===== config.mk =====
export PLATFORM = sky130hd
export DESIGN_NAME = thermal_mode_ctrl
export DESIGN_NICKNAME = d
export VERILOG_FILES = /design/src/verilog/thermal_mode_pkg.sv /design/src/verilog/sync_bus_if.sv /design/src/verilog/input_sync.sv /design/src/verilog/thermal_mode_ctrl.sv
export SDC_FILE = /design/constraint.sdc
export NUM_CORES = 1
export LEC_CHECK = 0
export ABC_AREA = 1
export BUFFER_PORTS_ARGS = -buffer_cell sky130_fd_sc_hd__buf_4
export CAP_MARGIN = 10
export CORE_MARGIN = 2
export CORE_UTILIZATION = 50
export CTS_CLUSTER_DIAMETER = 50
export CTS_CLUSTER_SIZE = 8
export DETAILED_ROUTE_END_ITERATION = 12
export PLACE_DENSITY = 0.66
export SYNTH_ARGS = -nofsm -noshare
export SYNTH_HDL_FRONTEND = slang
export SYNTH_SLANG_ARGS = --single-unit
export TNS_END_PERCENT = 50

===== constraint.sdc =====
create_clock -name CLK_SYS -period 1.6 [get_ports CLK_SYS]
set_input_delay 0.32 -clock CLK_SYS [delete_from_list [all_inputs] [get_ports CLK_SYS]]
set_output_delay 0.32 -clock CLK_SYS [all_outputs]
set_load 0.05 [all_outputs]

===== src/verilog/thermal_mode_pkg.sv =====
package thermal_mode_pkg;

  // ****************************************************************
  // timing
  // ****************************************************************
  localparam int unsigned CLK_PERIOD_NS        = 10;
  localparam int unsigned RESET_PULSE_MIN_NS   = 18000;
  localparam int unsigned RESET_PULSE_MAX_NS   = 35000;
  localparam int unsigned SLEEP_ENTRY_NS       = 50000;
  localparam int unsigned WAKE_NS              = 1000;
  // least time rounds up, longest rounds down
  localparam int unsigned RESET_PULSE_MIN_CYC  =
    (RESET_PULSE_MIN_NS + CLK_PERIOD_NS - 1) / CLK_PERIOD_NS;
  localparam int unsigned RESET_PULSE_MAX_CYC  = RESET_PULSE_MAX_NS / CLK_PERIOD_NS;
  localparam int unsigned SLEEP_ENTRY_CYC      =
    (SLEEP_ENTRY_NS + CLK_PERIOD_NS - 1) / CLK_PERIOD_NS;
  localparam int unsigned WAKE_CYC             =
    (WAKE_NS + CLK_PERIOD_NS - 1) / CLK_PERIOD_NS;
  localparam int unsigned CNT_W                = 16;

  // ****************************************************************
  // reset values
  // ****************************************************************
  localparam logic RECOVERY_SELECT_RST = 1'b0;
  localparam logic FLAG_RST            = 1'b0;

  typedef enum logic [1:0] {
    ST_ACTIVE   = 2'b00,
    ST_SLEEPING = 2'b01,
    ST_ASLEEP   = 2'b10,
    ST_WAKING   = 2'b11
  } power_state_e;

endpackage


===== src/verilog/sync_bus_if.sv =====
`timescale 1ns/10ps
`default_nettype none
interface sync_bus_if;
  logic [4:0] raw;
  logic [4:0] synced;
  modport producer (output raw, input synced);
  modport syncer   (input raw, output synced);
endinterface
`default_nettype wire


===== src/verilog/input_sync.sv =====
`timescale 1ns/10ps
`default_nettype none
module input_sync (
  input  wire logic    clk,
  input  wire logic    rst,
  sync_bus_if.syncer   bus
);
  typedef struct packed {
    logic [4:0] meta;
    logic [4:0] stable;
  } sync_s;

  sync_s state_r;
  sync_s state_nxt;

  // first stage is read only by the second stage
  always_comb begin
    state_nxt        = state_r;
    state_nxt.meta   = bus.raw;
    state_nxt.stable = state_r.meta;
  end

  always_ff @(posedge clk) begin
    if (rst) begin
      // start at the pins' present levels so no false edge follows reset
      state_r <= {bus.raw, bus.raw};
    end else begin
      state_r <= state_nxt;
    end
  end

  assign bus.synced = state_r.stable;
endmodule
`default_nettype wire


===== src/verilog/thermal_mode_ctrl.sv =====
// Notes on behaviour
// - shutdown disables bridge, pump; latches flags
// - shutdown protection cannot be disabled
// - mode 0 keeps outputs off until cleared
// - mode 1 recovers when shutdown condition ends
// - after recovery, shutdown flags stay until cleared
// - overtemp warning sets flags, operation continues
// - overtemp warning flags clear themselves
// - report bit routes overtemp warning to fault
// - undertemp warning sets flags, operation continues
// - undertemp warning flags clear themselves
// - report bit routes undertemp warning to fault
// - sleep disables bridge, regulator, pump, serial
// - sleep entered only after entry delay
// - wake on sleep pin high; host waits
// - drive-off pin forces outputs high impedance
// - disable bit ORed with drive-off pin
// - active only awake, drive enabled, supply good
// - short sleep pulse clears latched faults
`timescale 1ns/10ps
`default_nettype none
module thermal_mode_ctrl (
  input  wire logic CLK_SYS,
  input  wire logic RESET,
  input  wire logic SLEEP_N_PIN,
  input  wire logic DRIVE_OFF_PIN,
  input  wire logic THERMAL_SHUTDOWN,
  input  wire logic OVERTEMP_WARNING,
  input  wire logic UNDERTEMP_WARNING,
  input  wire logic SUPPLY_UNDERVOLTAGE_LOCKOUT,
  input  wire logic OUTPUT_DISABLE_BIT,
  input  wire logic THERMAL_RECOVERY_SELECT,
  input  wire logic TEMP_WARNING_REPORT,
  input  wire logic CLEAR_FAULTS_CMD,
  output logic      FAULT_N_PIN_O,
  output logic      FAULT_N_PIN_OE,
  output logic      SUMMARY_FAULT,
  output logic      TEMPERATURE_FLAG,
  output logic      OVERTEMP_SHUTDOWN_FLAG,
  output logic      OVERTEMP_WARNING_FLAG,
  output logic      UNDERTEMP_WARNING_FLAG,
  output logic      BRIDGE_ENABLE,
  output logic      CHARGE_PUMP_ENABLE,
  output logic      REGULATOR_ENABLE,
  output logic      SERIAL_ENABLE,
  output logic      READY_FOR_INPUTS
);
  import thermal_mode_pkg::*;

  // ****************************************************************
  // state
  // ****************************************************************
  typedef struct packed {
    power_state_e     pstate;
    logic [CNT_W-1:0] low_cnt;
    logic [CNT_W-1:0] wake_cnt;
    logic             sleep_prev;
    logic             shutdown_hold;
    logic             shutdown_flag;
    logic             fault;
    logic             temp_flag;
    logic             otw_flag;
    logic             utw_flag;
    logic             bridge_en;
    logic             pump_en;
    logic             awake;
    logic             ready;
  } ctrl_s;

  ctrl_s state_r;
  ctrl_s state_nxt;

  // ****************************************************************
  // input synchronisers
  // ****************************************************************
  sync_bus_if sync_bus ();

  assign sync_bus.raw = {SLEEP_N_PIN, DRIVE_OFF_PIN, THERMAL_SHUTDOWN,
                         OVERTEMP_WARNING, UNDERTEMP_WARNING};

  input_sync u_sync (
    .clk (CLK_SYS),
    .rst (RESET),
    .bus (sync_bus.syncer)
  );

  logic sleep_n_s;
  logic drive_off_s;
  logic tsd_s;
  logic otw_s;
  logic utw_s;
  assign {sleep_n_s, drive_off_s, tsd_s, otw_s, utw_s} = sync_bus.synced;

  // ****************************************************************
  // next state
  // ****************************************************************
  logic pulse_clear;
  logic clear_any;
  logic warn_fault;
  logic drive_block;

  always_comb begin
    state_nxt = state_r;
    state_nxt.sleep_prev = sleep_n_s;

    pulse_clear = 1'b0;
    if (!sleep_n_s) begin
      if (state_r.low_cnt != {CNT_W{1'b1}}) begin
        state_nxt.low_cnt = state_r.low_cnt + 1'b1;
      end
    end else begin
      state_nxt.low_cnt = '0;
      // no upper bound: long pulses past entry delay clear here as well as in the asleep state below
      if (!state_r.sleep_prev && state_r.low_cnt > CNT_W'(RESET_PULSE_MIN_CYC)) begin
        pulse_clear = 1'b1;
      end
    end
    clear_any = CLEAR_FAULTS_CMD | pulse_clear;

    case (state_r.pstate)
      ST_ACTIVE: begin
        if (!sleep_n_s) begin
          state_nxt.pstate = ST_SLEEPING;
        end
      end
      ST_SLEEPING: begin
        if (sleep_n_s) begin
          state_nxt.pstate = ST_ACTIVE;
        end else if (state_r.low_cnt >= CNT_W'(SLEEP_ENTRY_CYC)) begin
          state_nxt.pstate = ST_ASLEEP;
        end
      end
      ST_ASLEEP: begin
        if (sleep_n_s) begin
          state_nxt.pstate   = ST_WAKING;
          state_nxt.wake_cnt = '0;
        end
      end
      ST_WAKING: begin
        if (!sleep_n_s) begin
          state_nxt.pstate = ST_SLEEPING;
        end else if (state_r.wake_cnt >= CNT_W'(WAKE_CYC - 1)) begin
          state_nxt.pstate = ST_ACTIVE;
        end else begin
          state_nxt.wake_cnt = state_r.wake_cnt + 1'b1;
        end
      end
      default: begin
        state_nxt.pstate = ST_ACTIVE;
      end
    endcase
    state_nxt.awake = (state_nxt.pstate != ST_ASLEEP);
    state_nxt.ready = (state_nxt.pstate == ST_ACTIVE);

    if (state_r.pstate == ST_ASLEEP) begin
      state_nxt.shutdown_hold = FLAG_RST;
      state_nxt.shutdown_flag = FLAG_RST;
    end else begin
      if (tsd_s) begin
        state_nxt.shutdown_hold = 1'b1;
        state_nxt.shutdown_flag = 1'b1;
      end else begin
        if (clear_any) begin
          state_nxt.shutdown_flag = 1'b0;
          state_nxt.shutdown_hold = 1'b0;
        end
        if (THERMAL_RECOVERY_SELECT) begin
          state_nxt.shutdown_hold = 1'b0;
        end
      end
    end

    state_nxt.otw_flag  = otw_s && state_r.pstate != ST_ASLEEP;
    state_nxt.utw_flag  = utw_s && state_r.pstate != ST_ASLEEP;
    state_nxt.temp_flag = state_nxt.otw_flag | state_nxt.utw_flag |
                          state_nxt.shutdown_flag;

    warn_fault = TEMP_WARNING_REPORT & (state_nxt.otw_flag | state_nxt.utw_flag);
    state_nxt.fault = state_nxt.shutdown_hold | warn_fault;

    drive_block = drive_off_s | OUTPUT_DISABLE_BIT;
    state_nxt.bridge_en = state_nxt.ready & ~drive_block &
                          ~SUPPLY_UNDERVOLTAGE_LOCKOUT & ~state_nxt.shutdown_hold;
    state_nxt.pump_en = state_nxt.awake & ~SUPPLY_UNDERVOLTAGE_LOCKOUT &
                        ~state_nxt.shutdown_hold;
  end

  always_ff @(posedge CLK_SYS) begin
    if (RESET) begin
      state_r            <= '0;
      state_r.pstate     <= ST_ACTIVE;
      state_r.sleep_prev <= 1'b1;
      state_r.awake      <= 1'b1;
      state_r.ready      <= 1'b1;
    end else begin
      state_r <= state_nxt;
    end
  end

  // ****************************************************************
  // outputs
  // ****************************************************************
  // open drain: low is driven, high released
  assign FAULT_N_PIN_O          = 1'b0;
  assign FAULT_N_PIN_OE         = state_r.fault;
  assign SUMMARY_FAULT          = state_r.fault;
  assign TEMPERATURE_FLAG       = state_r.temp_flag;
  assign OVERTEMP_SHUTDOWN_FLAG = state_r.shutdown_flag;
  assign OVERTEMP_WARNING_FLAG  = state_r.otw_flag;
  assign UNDERTEMP_WARNING_FLAG = state_r.utw_flag;
  assign BRIDGE_ENABLE          = state_r.bridge_en;
  assign CHARGE_PUMP_ENABLE     = state_r.pump_en;
  assign REGULATOR_ENABLE       = state_r.awake;
  assign SERIAL_ENABLE          = state_r.awake;
  assign READY_FOR_INPUTS       = state_r.ready;
endmodule
`default_nettype wire


==> flow_summary.json, run 1 <==
{
  "final_common_cell": "nand2_1",
  "synth-seq-cells": 55,
  "hp-start": "SLEEP_N_PIN",
  "dr.pass1.iters": 5,
  "final_hold_viol_count": 0,
  "cts_tree": "built",
  "syn_inst": 330,
  "setup_viol": 0,
  "h-tree-depth": 2,
  "grt-ovfl-total": 0,
  "cp.required_ps": 1800,
  "place_inst": 405,
  "static-leakage-power_nw": 1.30,
  "seq_power_share_pct": 58.5,
  "syn_area_per_cell_um2": 7.27,
  "wirelength_mm": 4.52,
  "grt_busiest_layer": "met2",
  "fin_skew_ps": 6.88,
  "n_antenna_cell": 0,
  "grt_pass1_vias": 1864,
  "fmax_ghz": 0.662,
  "design_area_mm2": 0.00284,
  "power.switching_uw": 641,
  "final_cell_count_no_fill": 418,
  "drive_above_1_share_pct": 20.1,
  "cts_made_buffers": 5,
  "final_max_slew_viol_count": 0,
  "wl_per_cell_um": 10.8,
  "timing.rr.start": "state_r[11]",
  "cp_cell_sequence": "ha_1 > nor2_1 > nand2_1 > nand2_2 > nand3_4 > o21ai_4 > buf_4 > buf_4 > nor3_1",
  "period_share_pct": 94.4,
  "clock_latency_ps": 310,
  "hold_buffers": 0,
  "die_y_um": 73.3,
  "drc": 0,
  "startpoint": "state_r[11]",
  "met2_usage_pct": 30.9,
  "clkPwrFrac_pct": 32.6,
  "placed_area_mm2": 0.00263,
  "p_comb_share_pct": 8.9,
  "start_kind": "flop",
  "num_vias": 2022,
  "p_int_mw": 1.80,
  "critPathCaptureType": "flop",
  "power_density_mw_per_mm2": 861,
  "grt_max_degree": 23,
  "place_congestion": 0.821,
  "max_stage_delay_ps": 350,
  "ant_nets": 0,
  "io_pins": 24,
  "syn-num-nets": 345,
  "initialDrtViolationCount": 68,
  "min_path_type": "primary input to flop",
  "worstSetupPathType": "flop to flop",
  "met1_usage_pct": 22.3,
  "grt_use_total_pct": 18.2,
  "clock_path_buffers": 2,
  "most-common-layout-cells": "76 x nand2_1, 50 x dfxtp_1, 48 x nor2_1",
  "clockRootBuffer": "clkbuf_8",
  "antenna_found_initial": 0,
  "numPortBuffers": 22,
  "fin_nets": 378,
  "vias_per_cell": 4.84,
  "rsz0062_at_grt": "true",
  "dieArea_mm2": 0.00537,
  "crit_fanout": 4,
  "die_width_um": 73.3,
  "netlist_area_mm2": 0.00240,
  "worst_path_most_repeated_cell": "buf_4",
  "fin_crit_ps": 1510,
  "fp.coreArea_mm2": 0.00466,
  "clock_sinks": 55,
  "arrival_ps": 1710,
  "rows": 25,
  "ir_drop_mv": 0.661,
  "gr-usage-met3_pct": 4.25,
  "yosys.cell_types.count": 34,
  "dp_hpwl_mm": 3.33,
  "area_delta_synth_final_pct": 18.2,
  "critPathSlowestCell": "dfxtp_2",
  "yosys_warnings": 0,
  "grt_pass1_wl_mm": 7.66,
  "max-cap-violations": 0,
  "swShare_pct": 26.3,
  "yosysSeqAreaShare_pct": 45.9,
  "fillers": 435,
  "path_clk_slew_ps": 100,
  "start_util_pct": 51.5,
  "status": "complete, no violations"
}
synthesized netlist by cell type (all sizes together):
master | count | area [um2]
ha | 3 | 37.5
xnor2 | 1 | 8.76
xor2 | 5 | 43.8
nand2 | 82 | 318
nand3 | 18 | 90.1
nor4 | 3 | 18.8
clkinv | 1 | 3.75
a21oi | 13 | 68.8
a31oi | 4 | 25.0
o211a | 1 | 10.0
conb | 1 | 3.75
and2 | 1 | 6.26
nand4 | 4 | 40.0
or2 | 2 | 12.5
inv | 46 | 173
nor3 | 11 | 66.3
a211oi | 1 | 7.51
nor2 | 53 | 219
clkbuf | 2 | 7.51
nor3b | 2 | 15.0
o21ai | 15 | 78.8
dfxtp | 55 | 1100
buf | 6 | 45.0
layout make-up:
class	count	area, um2	share of cell area (%)
clock buffers	5	68.8	2.43
clock inverters	3	25.0	0.882
inverters	47	176	6.22
multi-input cells	220	1130	39.9
flip-flops and latches	55	1110	39.0
well taps	54	67.6	2.38
repair buffers	34	259	9.13
metrics by stage:
stage | utilization [%] | setup TNS (ps) | power, mW | setup WS (ps) | hold slack [ps]
finish | 60.9 | 0 | 2.44 | 89.0 | 110
global route | 60.9 | -33.8 | 2.55 | -14.7 | 89.5
global placement | 56.5 | 0 | 1.68 | 82.2 | 399
detailed placement | 56.5 | -21.2 | 1.68 | -10.7 | 408
floorplan | - | 0 | 1.61 | 140 | 348
CTS | 58.6 | 0 | 2.48 | 8.93 | 98.2
kinds of logic after synthesis:
family                   count (synthesis)  synth area share (%)
buffers and inverters                   55                  9.54
AO/OA/AOI/OAI                           34                  7.92
adder cells (fa/ha/maj)                  3                  1.56
XOR/XNOR                                 6                  2.19
other                                    1                 0.156
AND/OR/NAND/NOR                        176                  32.7
flip-flops                              55                  45.9
power groups by stage:
stage	clock [mW]	combinational [mW]	sequential, mW
detailed placement	0	0.218	1.46
finish	0.797	0.217	1.43
global route	0.876	0.239	1.43
floorplan	0	0.0988	1.51
CTS	0.829	0.218	1.43
global placement	0	0.218	1.46
per-layer routing:
layer  share of wire [%]  wire [um]  vias up
li1                    -          -     1095
met1                  47       2120      895
met2                  49       2200       27
met3                 3.1        140        5
met4                 1.4         62        0
met5                   0          0        -
worst paths after layout:
kind,endpoint,slack (ps),cells after the start
worst min register to register,u_sync.bus.synced[1],430,2
worst min-delay path,u_sync.state_nxt[4],110,1
worst max register to register,state_r[18],90,9
worst max-delay path,state_r[18],90,9
registers in the layout, summed over array words and instances (netlist names):
register,cells
OVERTEMP_SHUTDOWN_FLAG,1
REGULATOR_ENABLE,1
READY_FOR_INPUTS,1
FAULT_N_PIN_OE,1
BRIDGE_ENABLE,1
u_sync.bus.synced,5
state_r,36
UNDERTEMP_WARNING_FLAG,1
OVERTEMP_WARNING_FLAG,1
u_sync.state_nxt,5
CHARGE_PUMP_ENABLE,1
TEMPERATURE_FLAG,1
worst max-delay path: cells and delay by family, from the launching register on:
kind	cells	cell delay, ps
AND/OR/NAND/NOR	5	390
flip-flops	1	350
adder cells (fa/ha/maj)	1	220
buffers and inverters	2	220
AO/OA/AOI/OAI	1	210
repair_timing:
action,4_1_cts,5_1_grt
pin swaps,0,6
hold endpoints to repair,0,0
gates resized for setup,1,25
buffers inserted,0,5
endpoints found under the setup margin,2,16
No activity file was read; power rests on OpenSTA's default activity.
==> inputs of run 2 (changes only) <==
- CORE_UTILIZATION: 50 -> 55
- PLACE_DENSITY: 0.66 -> 0.72
==> run 2 against run 1 <==
Compared with the run above:
- hold slack better by 8.6 ps
- global-route usage is 1.4 points higher
- worst setup slack got worse by 7.4 ps
- routed wire length decreased by 0.91%
- clock skew is 0.67 ps higher
- critical path type unchanged
- critical endpoint is now state_r[35]
- largest cell class unchanged
- highest routed layer unchanged
==> flow_summary.json, run 2 (synthesis gave the netlist of run 1 again) <==
{
  "status": "complete, no violations",
  "area_delta_synth_final_pct": 15.8,
  "n_antenna_cell": 0,
  "start_kind": "flop",
  "largest-register": "state_r",
  "hold_buffers": 0,
  "hp-start": "SLEEP_N_PIN",
  "wirelength_mm": 4.48,
  "hold_slack_ps": 118,
  "min_path_cells": 1,
  "multi_input_area_mm2": 0.00112,
  "drc": 0,
  "cts_made_buffers": 5,
  "wl_per_cell_um": 10.9,
  "dp_hpwl_mm": 3.30,
  "initialDrtViolationCount": 116,
  "io_pins": 24,
  "rows": 24,
  "crit_fanout": 6,
  "timing.rr.start": "state_r[27]",
  "cts_tree": "built",
  "clock_path_buffers": 2,
  "cp.required_ps": 1800,
  "antenna_found_initial": 0,
  "clkPwrFrac_pct": 30.8,
  "fmax_ghz": 0.659,
  "static-leakage-power_nw": 1.28,
  "regArea_mm2": 0.00110,
  "fin_crit_ps": 1520,
  "worstSetupPathType": "flop to flop",
  "fin_skew_ps": 7.55,
  "final_max_slew_viol_count": 0,
  "startpoint": "state_r[27]",
  "dr.pass1.iters": 4,
  "place_congestion": 0.808,
  "path_clk_slew_ps": 100,
  "seq_power_share_pct": 60.1,
  "start_util_pct": 56.3,
  "largest_reg_flops": 36,
  "clock_sinks": 55,
  "h-tree-depth": 2,
  "num_vias": 2046,
  "vias_per_cell": 4.97,
  "clockRootBuffer": "clkbuf_8",
  "grt_use_total_pct": 19.7,
  "critPathSlowestCell": "dfxtp_1",
  "grt_pass1_vias": 1896,
  "fp.coreArea_mm2": 0.00426,
  "swShare_pct": 25.1,
  "period_share_pct": 94.9,
  "fillers": 398,
  "p_int_mw": 1.78,
  "drive_above_1_share_pct": 17.5,
  "holdPathEnd": "u_sync.state_nxt[4]",
  "p_comb_share_pct": 9.1,
  "die_y_um": 70.1,
  "path_buf_inv": 2,
  "max-cap-violations": 0,
  "crit_family": "simple AND/OR/NAND/NOR gates",
  "fin_nets": 375,
  "grt_max_degree": 23,
  "grt_pass1_wl_mm": 7.89,
  "final_hold_viol_count": 0,
  "rr_endpoint": "state_r[35]",
  "power_mw": 2.38,
  "die_width_um": 70.1,
  "power.switching_uw": 598,
  "grt-ovfl-total": 0,
  "dieArea_mm2": 0.00491,
  "ir_drop_mv": 0.781,
  "reg2reg_depth": 9,
  "rrSetupSlack_ps": 80,
  "numPortBuffers": 22,
  "arrival_ps": 1720,
  "clock_latency_ps": 300,
  "cp_cell_sequence": "ha_2 > nand2_1 > inv_1 > nand4_4 > nor2_4 > inv_2 > nand2_1 > xor2_1 > nor2_1",
  "setup_viol": 0,
  "worst_path_most_repeated_cell": "nand2_1",
  "most-common-layout-cells": "76 x nand2_1, 53 x dfxtp_1, 49 x nor2_1",
  "min_path_type": "primary input to flop",
  "critPathCaptureType": "flop",
  "power_density_mw_per_mm2": 856,
  "final_common_cell": "nand2_1",
  "ant_nets": 0,
  "rsz0062_at_grt": "true",
  "fin_setup_tns_ps": 0,
  "max_stage_delay_ps": 350
}
[run 2: cell count changes in the layout (fill, tap and decap cells not counted), moves of 2 or more]
| cell | delta |
|---|---|
| dfxtp_1 | +3 |
| inv_6 | -2 |
| buf_4 | -3 |
| o21ai_0 | +4 |
| dfxtp_2 | -3 |
| o21ai_1 | -4 |
[run 2: through the flow]
step / utilization [%] / setup WS, ps / std cells / cell area, um2
final: 65.2 / 81.6 / 412 / 2780
after global routing: 65.2 / -33.1 / 412 / 2780
after CTS: 63.7 / 25.4 / 410 / 2720
after detailed placement: 61.7 / 12.4 / 403 / 2630
after global placement: 61.7 / 88.3 / 403 / 2630
after floorplan: - / 140 / 330 / 2400
[run 2: power by group through the flow]
| stage | Sequential, mW | Clock, mW | Combinational, mW |
|---|---|---|---|
| after floorplan | 1.51 | 0 | 0.0988 |
| after global placement | 1.46 | 0 | 0.217 |
| after detailed placement | 1.46 | 0 | 0.218 |
| after CTS | 1.43 | 0.754 | 0.219 |
| after global routing | 1.43 | 0.804 | 0.241 |
| final | 1.43 | 0.733 | 0.217 |
[run 2: how the worst max path moves through the flow]
| stage | endpoint | depth (start not counted) | slack, ps |
|---|---|---|---|
| finish | state_r[35] | 9 | 80 |
| global route | state_r[40] | 8 | -30 |
| CTS | state_r[13] | 9 | 30 |
| detailed placement | state_r[13] | 9 | 10 |
| global placement | state_r[16] | 9 | 90 |
| floorplan | state_r[14] | 10 | 140 |
[run 2: metal layers]
metal,vias to the layer above,share of wire [%],global-route usage [%]
li1,1091,-,-
met1,907,45,23.4
met2,40,51,35.9
met3,8,3.3,3.46
met4,0,1.3,5.98
met5,-,0,0
[run 2: final cells by class]
class | count | area share, %
inverters | 47 | 6.35
repair buffers | 31 | 8.51
multi-input cells | 220 | 40.1
flip-flops and latches | 55 | 39.7
clock inverters | 2 | 0.495
well taps | 52 | 2.34
clock buffers | 5 | 2.48
[run 2: timing repair]
action                                  in CTS  in global routing
gates cloned                                 0                  0
endpoints found under the setup margin       1                 14
setup buffers                                0                  2
pin swaps                                    0                  2
gates resized for setup                      1                 14
==> inputs of run 3 (changes only) <==
- BUFFER_PORTS_ARGS: -buffer_cell sky130_fd_sc_hd__buf_4 -> -buffer_cell sky130_fd_sc_hd__buf_2
==> run 3 against run 2 <==
Compared with the run above:
- hold slack got worse by 0.56 ps
- final area down 0.95%
- register-to-register slack improved by 20 ps
- sequential power barely moved
- clock-buffer cell count stayed put
- worst setup slack better by 20 ps
- critical path depth fell by 1
- global-route usage shrank 0.35 points
- via count is 0.68% lower
- highest routed layer unchanged
==> flow_summary.json, run 3 (synthesis gave the netlist of run 1 again) <==
{
  "p_comb_share_pct": 8.4,
  "rrSetupSlack_ps": 100,
  "worstSetupPathType": "flop to flop",
  "final_hold_viol_count": 0,
  "clockRootBuffer": "clkbuf_8",
  "initialDrtViolationCount": 71,
  "clkPwrFrac_pct": 32.6,
  "largest_reg_flops": 36,
  "final_common_cell": "nand2_1",
  "wl_per_cell_um": 10.6,
  "start_util_pct": 56.3,
  "most-common-layout-cells": "76 x nand2_1, 52 x dfxtp_1, 48 x nor2_1",
  "max-cap-violations": 0,
  "grt_pass1_wl_mm": 7.76,
  "met2_usage_pct": 32.6,
  "dr.pass1.iters": 4,
  "critPathSlowestCell": "dfxtp_2",
  "min_path_cells": 1,
  "grt_pass1_vias": 1903,
  "drive_above_1_share_pct": 18.8,
  "period_share_pct": 93.6,
  "path_clk_slew_ps": 100,
  "fin_setup_tns_ps": 0,
  "clock_path_buffers": 2,
  "num_vias": 2032,
  "numPortBuffers": 22,
  "grt-ovfl-total": 0,
  "vias_per_cell": 4.91,
  "arrival_ps": 1710,
  "met1_usage_pct": 24.3,
  "cts_made_buffers": 5,
  "dp_hpwl_mm": 3.30,
  "fillers": 394,
  "worst-path-stages": 8,
  "n_antenna_cell": 0,
  "cp.required_ps": 1810,
  "swShare_pct": 26.0,
  "seq_power_share_pct": 59.0,
  "ir_drop_mv": 0.664,
  "grt_busiest_layer": "met2",
  "power.switching_uw": 628,
  "dieArea_mm2": 0.00491,
  "fmax_ghz": 0.668,
  "final_cell_count_no_fill": 414,
  "clock_latency_ps": 310,
  "min_path_type": "primary input to flop",
  "gr-usage-met3_pct": 4.33,
  "power_density_mw_per_mm2": 878,
  "static-leakage-power_nw": 1.27,
  "fin_crit_ps": 1500,
  "die_width_um": 70.1,
  "fin_nets": 376,
  "reg2reg_depth": 8,
  "place_inst": 405,
  "io_pins": 24,
  "grt_use_total_pct": 19.3,
  "clock_sinks": 55,
  "h-tree-depth": 2,
  "max_stage_delay_ps": 340,
  "status": "complete, no violations",
  "fin_skew_ps": 9.72,
  "die_y_um": 70.1,
  "p_int_mw": 1.79,
  "fp.coreArea_mm2": 0.00426,
  "critPathCaptureType": "flop",
  "hold_slack_ps": 118,
  "rows": 24,
  "cts_tree": "built",
  "ant_nets": 0,
  "largest-register": "state_r",
  "final_max_slew_viol_count": 0,
  "cp_cell_sequence": "ha_1 > nor2_1 > nand2_1 > nand2_2 > nand3_2 > o21ai_4 > o21ai_1 > o211a_1",
  "antenna_found_initial": 0,
  "hold_buffers": 0,
  "crit_family": "compound AO/OA/AOI/OAI gates",
  "area_delta_synth_final_pct": 14.8,
  "power_mw": 2.42,
  "crit_fanout": 6,
  "grt_max_degree": 20,
  "drc": 0,
  "rsz0062_at_grt": "true",
  "path_buf_inv": 0,
  "wirelength_mm": 4.37,
  "start_kind": "flop",
  "setup_viol": 0,
  "place_congestion": 0.795
}
[run 3: cell count changes in the layout (fill, tap and decap cells not counted), moves of 4 or more]
cell,before,now
o21ai_0,12,8
buf_4,30,10
buf_2,0,22
o21ai_1,2,6
[run 3: path summary, 6_finish.rpt]
path	startpoint	end
setup / recovery	state_r[11]	state_r[11]
hold reg to reg	u_sync.state_nxt[4]	u_sync.bus.synced[4]
hold / removal	SLEEP_N_PIN	u_sync.state_nxt[4]
setup reg to reg	state_r[11]	state_r[11]
[run 3: worst reg2reg max path, cell delays in order (launching register included)]
cell     delay, ps
dfxtp_2        340
ha_1           220
nor2_1          90
nand2_1         70
nand2_2         70
nand3_2        130
o21ai_4        250
o21ai_1        110
o211a_1        120
[run 3: final cells by class]
class / instances / area, um2 / share of cell area, %
multi-input cells: 220 / 1130 / 40.9
flip-flops and latches: 55 / 1100 / 40.1
repair buffers: 32 / 185 / 6.72
inverters: 47 / 176 / 6.41
clock buffers: 5 / 68.8 / 2.50
well taps: 52 / 65.1 / 2.36
clock inverters: 3 / 27.5 / 1.00
[run 3: layer usage]
layer,vias to the layer above,share of wire [%]
met5,-,0
met4,0,1.7
met3,7,3.5
met2,30,47
met1,905,48
li1,1090,-
[run 3: what timing repair did]
| action | 4_1_cts | 5_1_grt |
|---|---|---|
| resized for setup | 0 | 21 |
| setup buffers | 0 | 1 |
| setup endpoints to repair | 0 | 21 |
[run 3: power by group through the flow]
stage          combinational, mW  sequential, mW  clock, mW
2_1_floorplan             0.0988            1.51          0
3_3_place_gp               0.201            1.46          0
3_5_place_dp               0.203            1.46          0
4_1_cts                    0.203            1.43      0.820
5_1_grt                    0.224            1.43      0.877
6_report                   0.202            1.43      0.788
[run 3: stage by stage]
stage | instance area (um2) | setup WS [ps] | utilization (%)
detailed placement | 2590 | 36.2 | 60.7
finish | 2750 | 102 | 64.6
CTS | 2690 | 13.8 | 63.0
global placement | 2590 | 117 | 60.7
global route | 2750 | -16.8 | 64.6
floorplan | 2400 | 140 | -
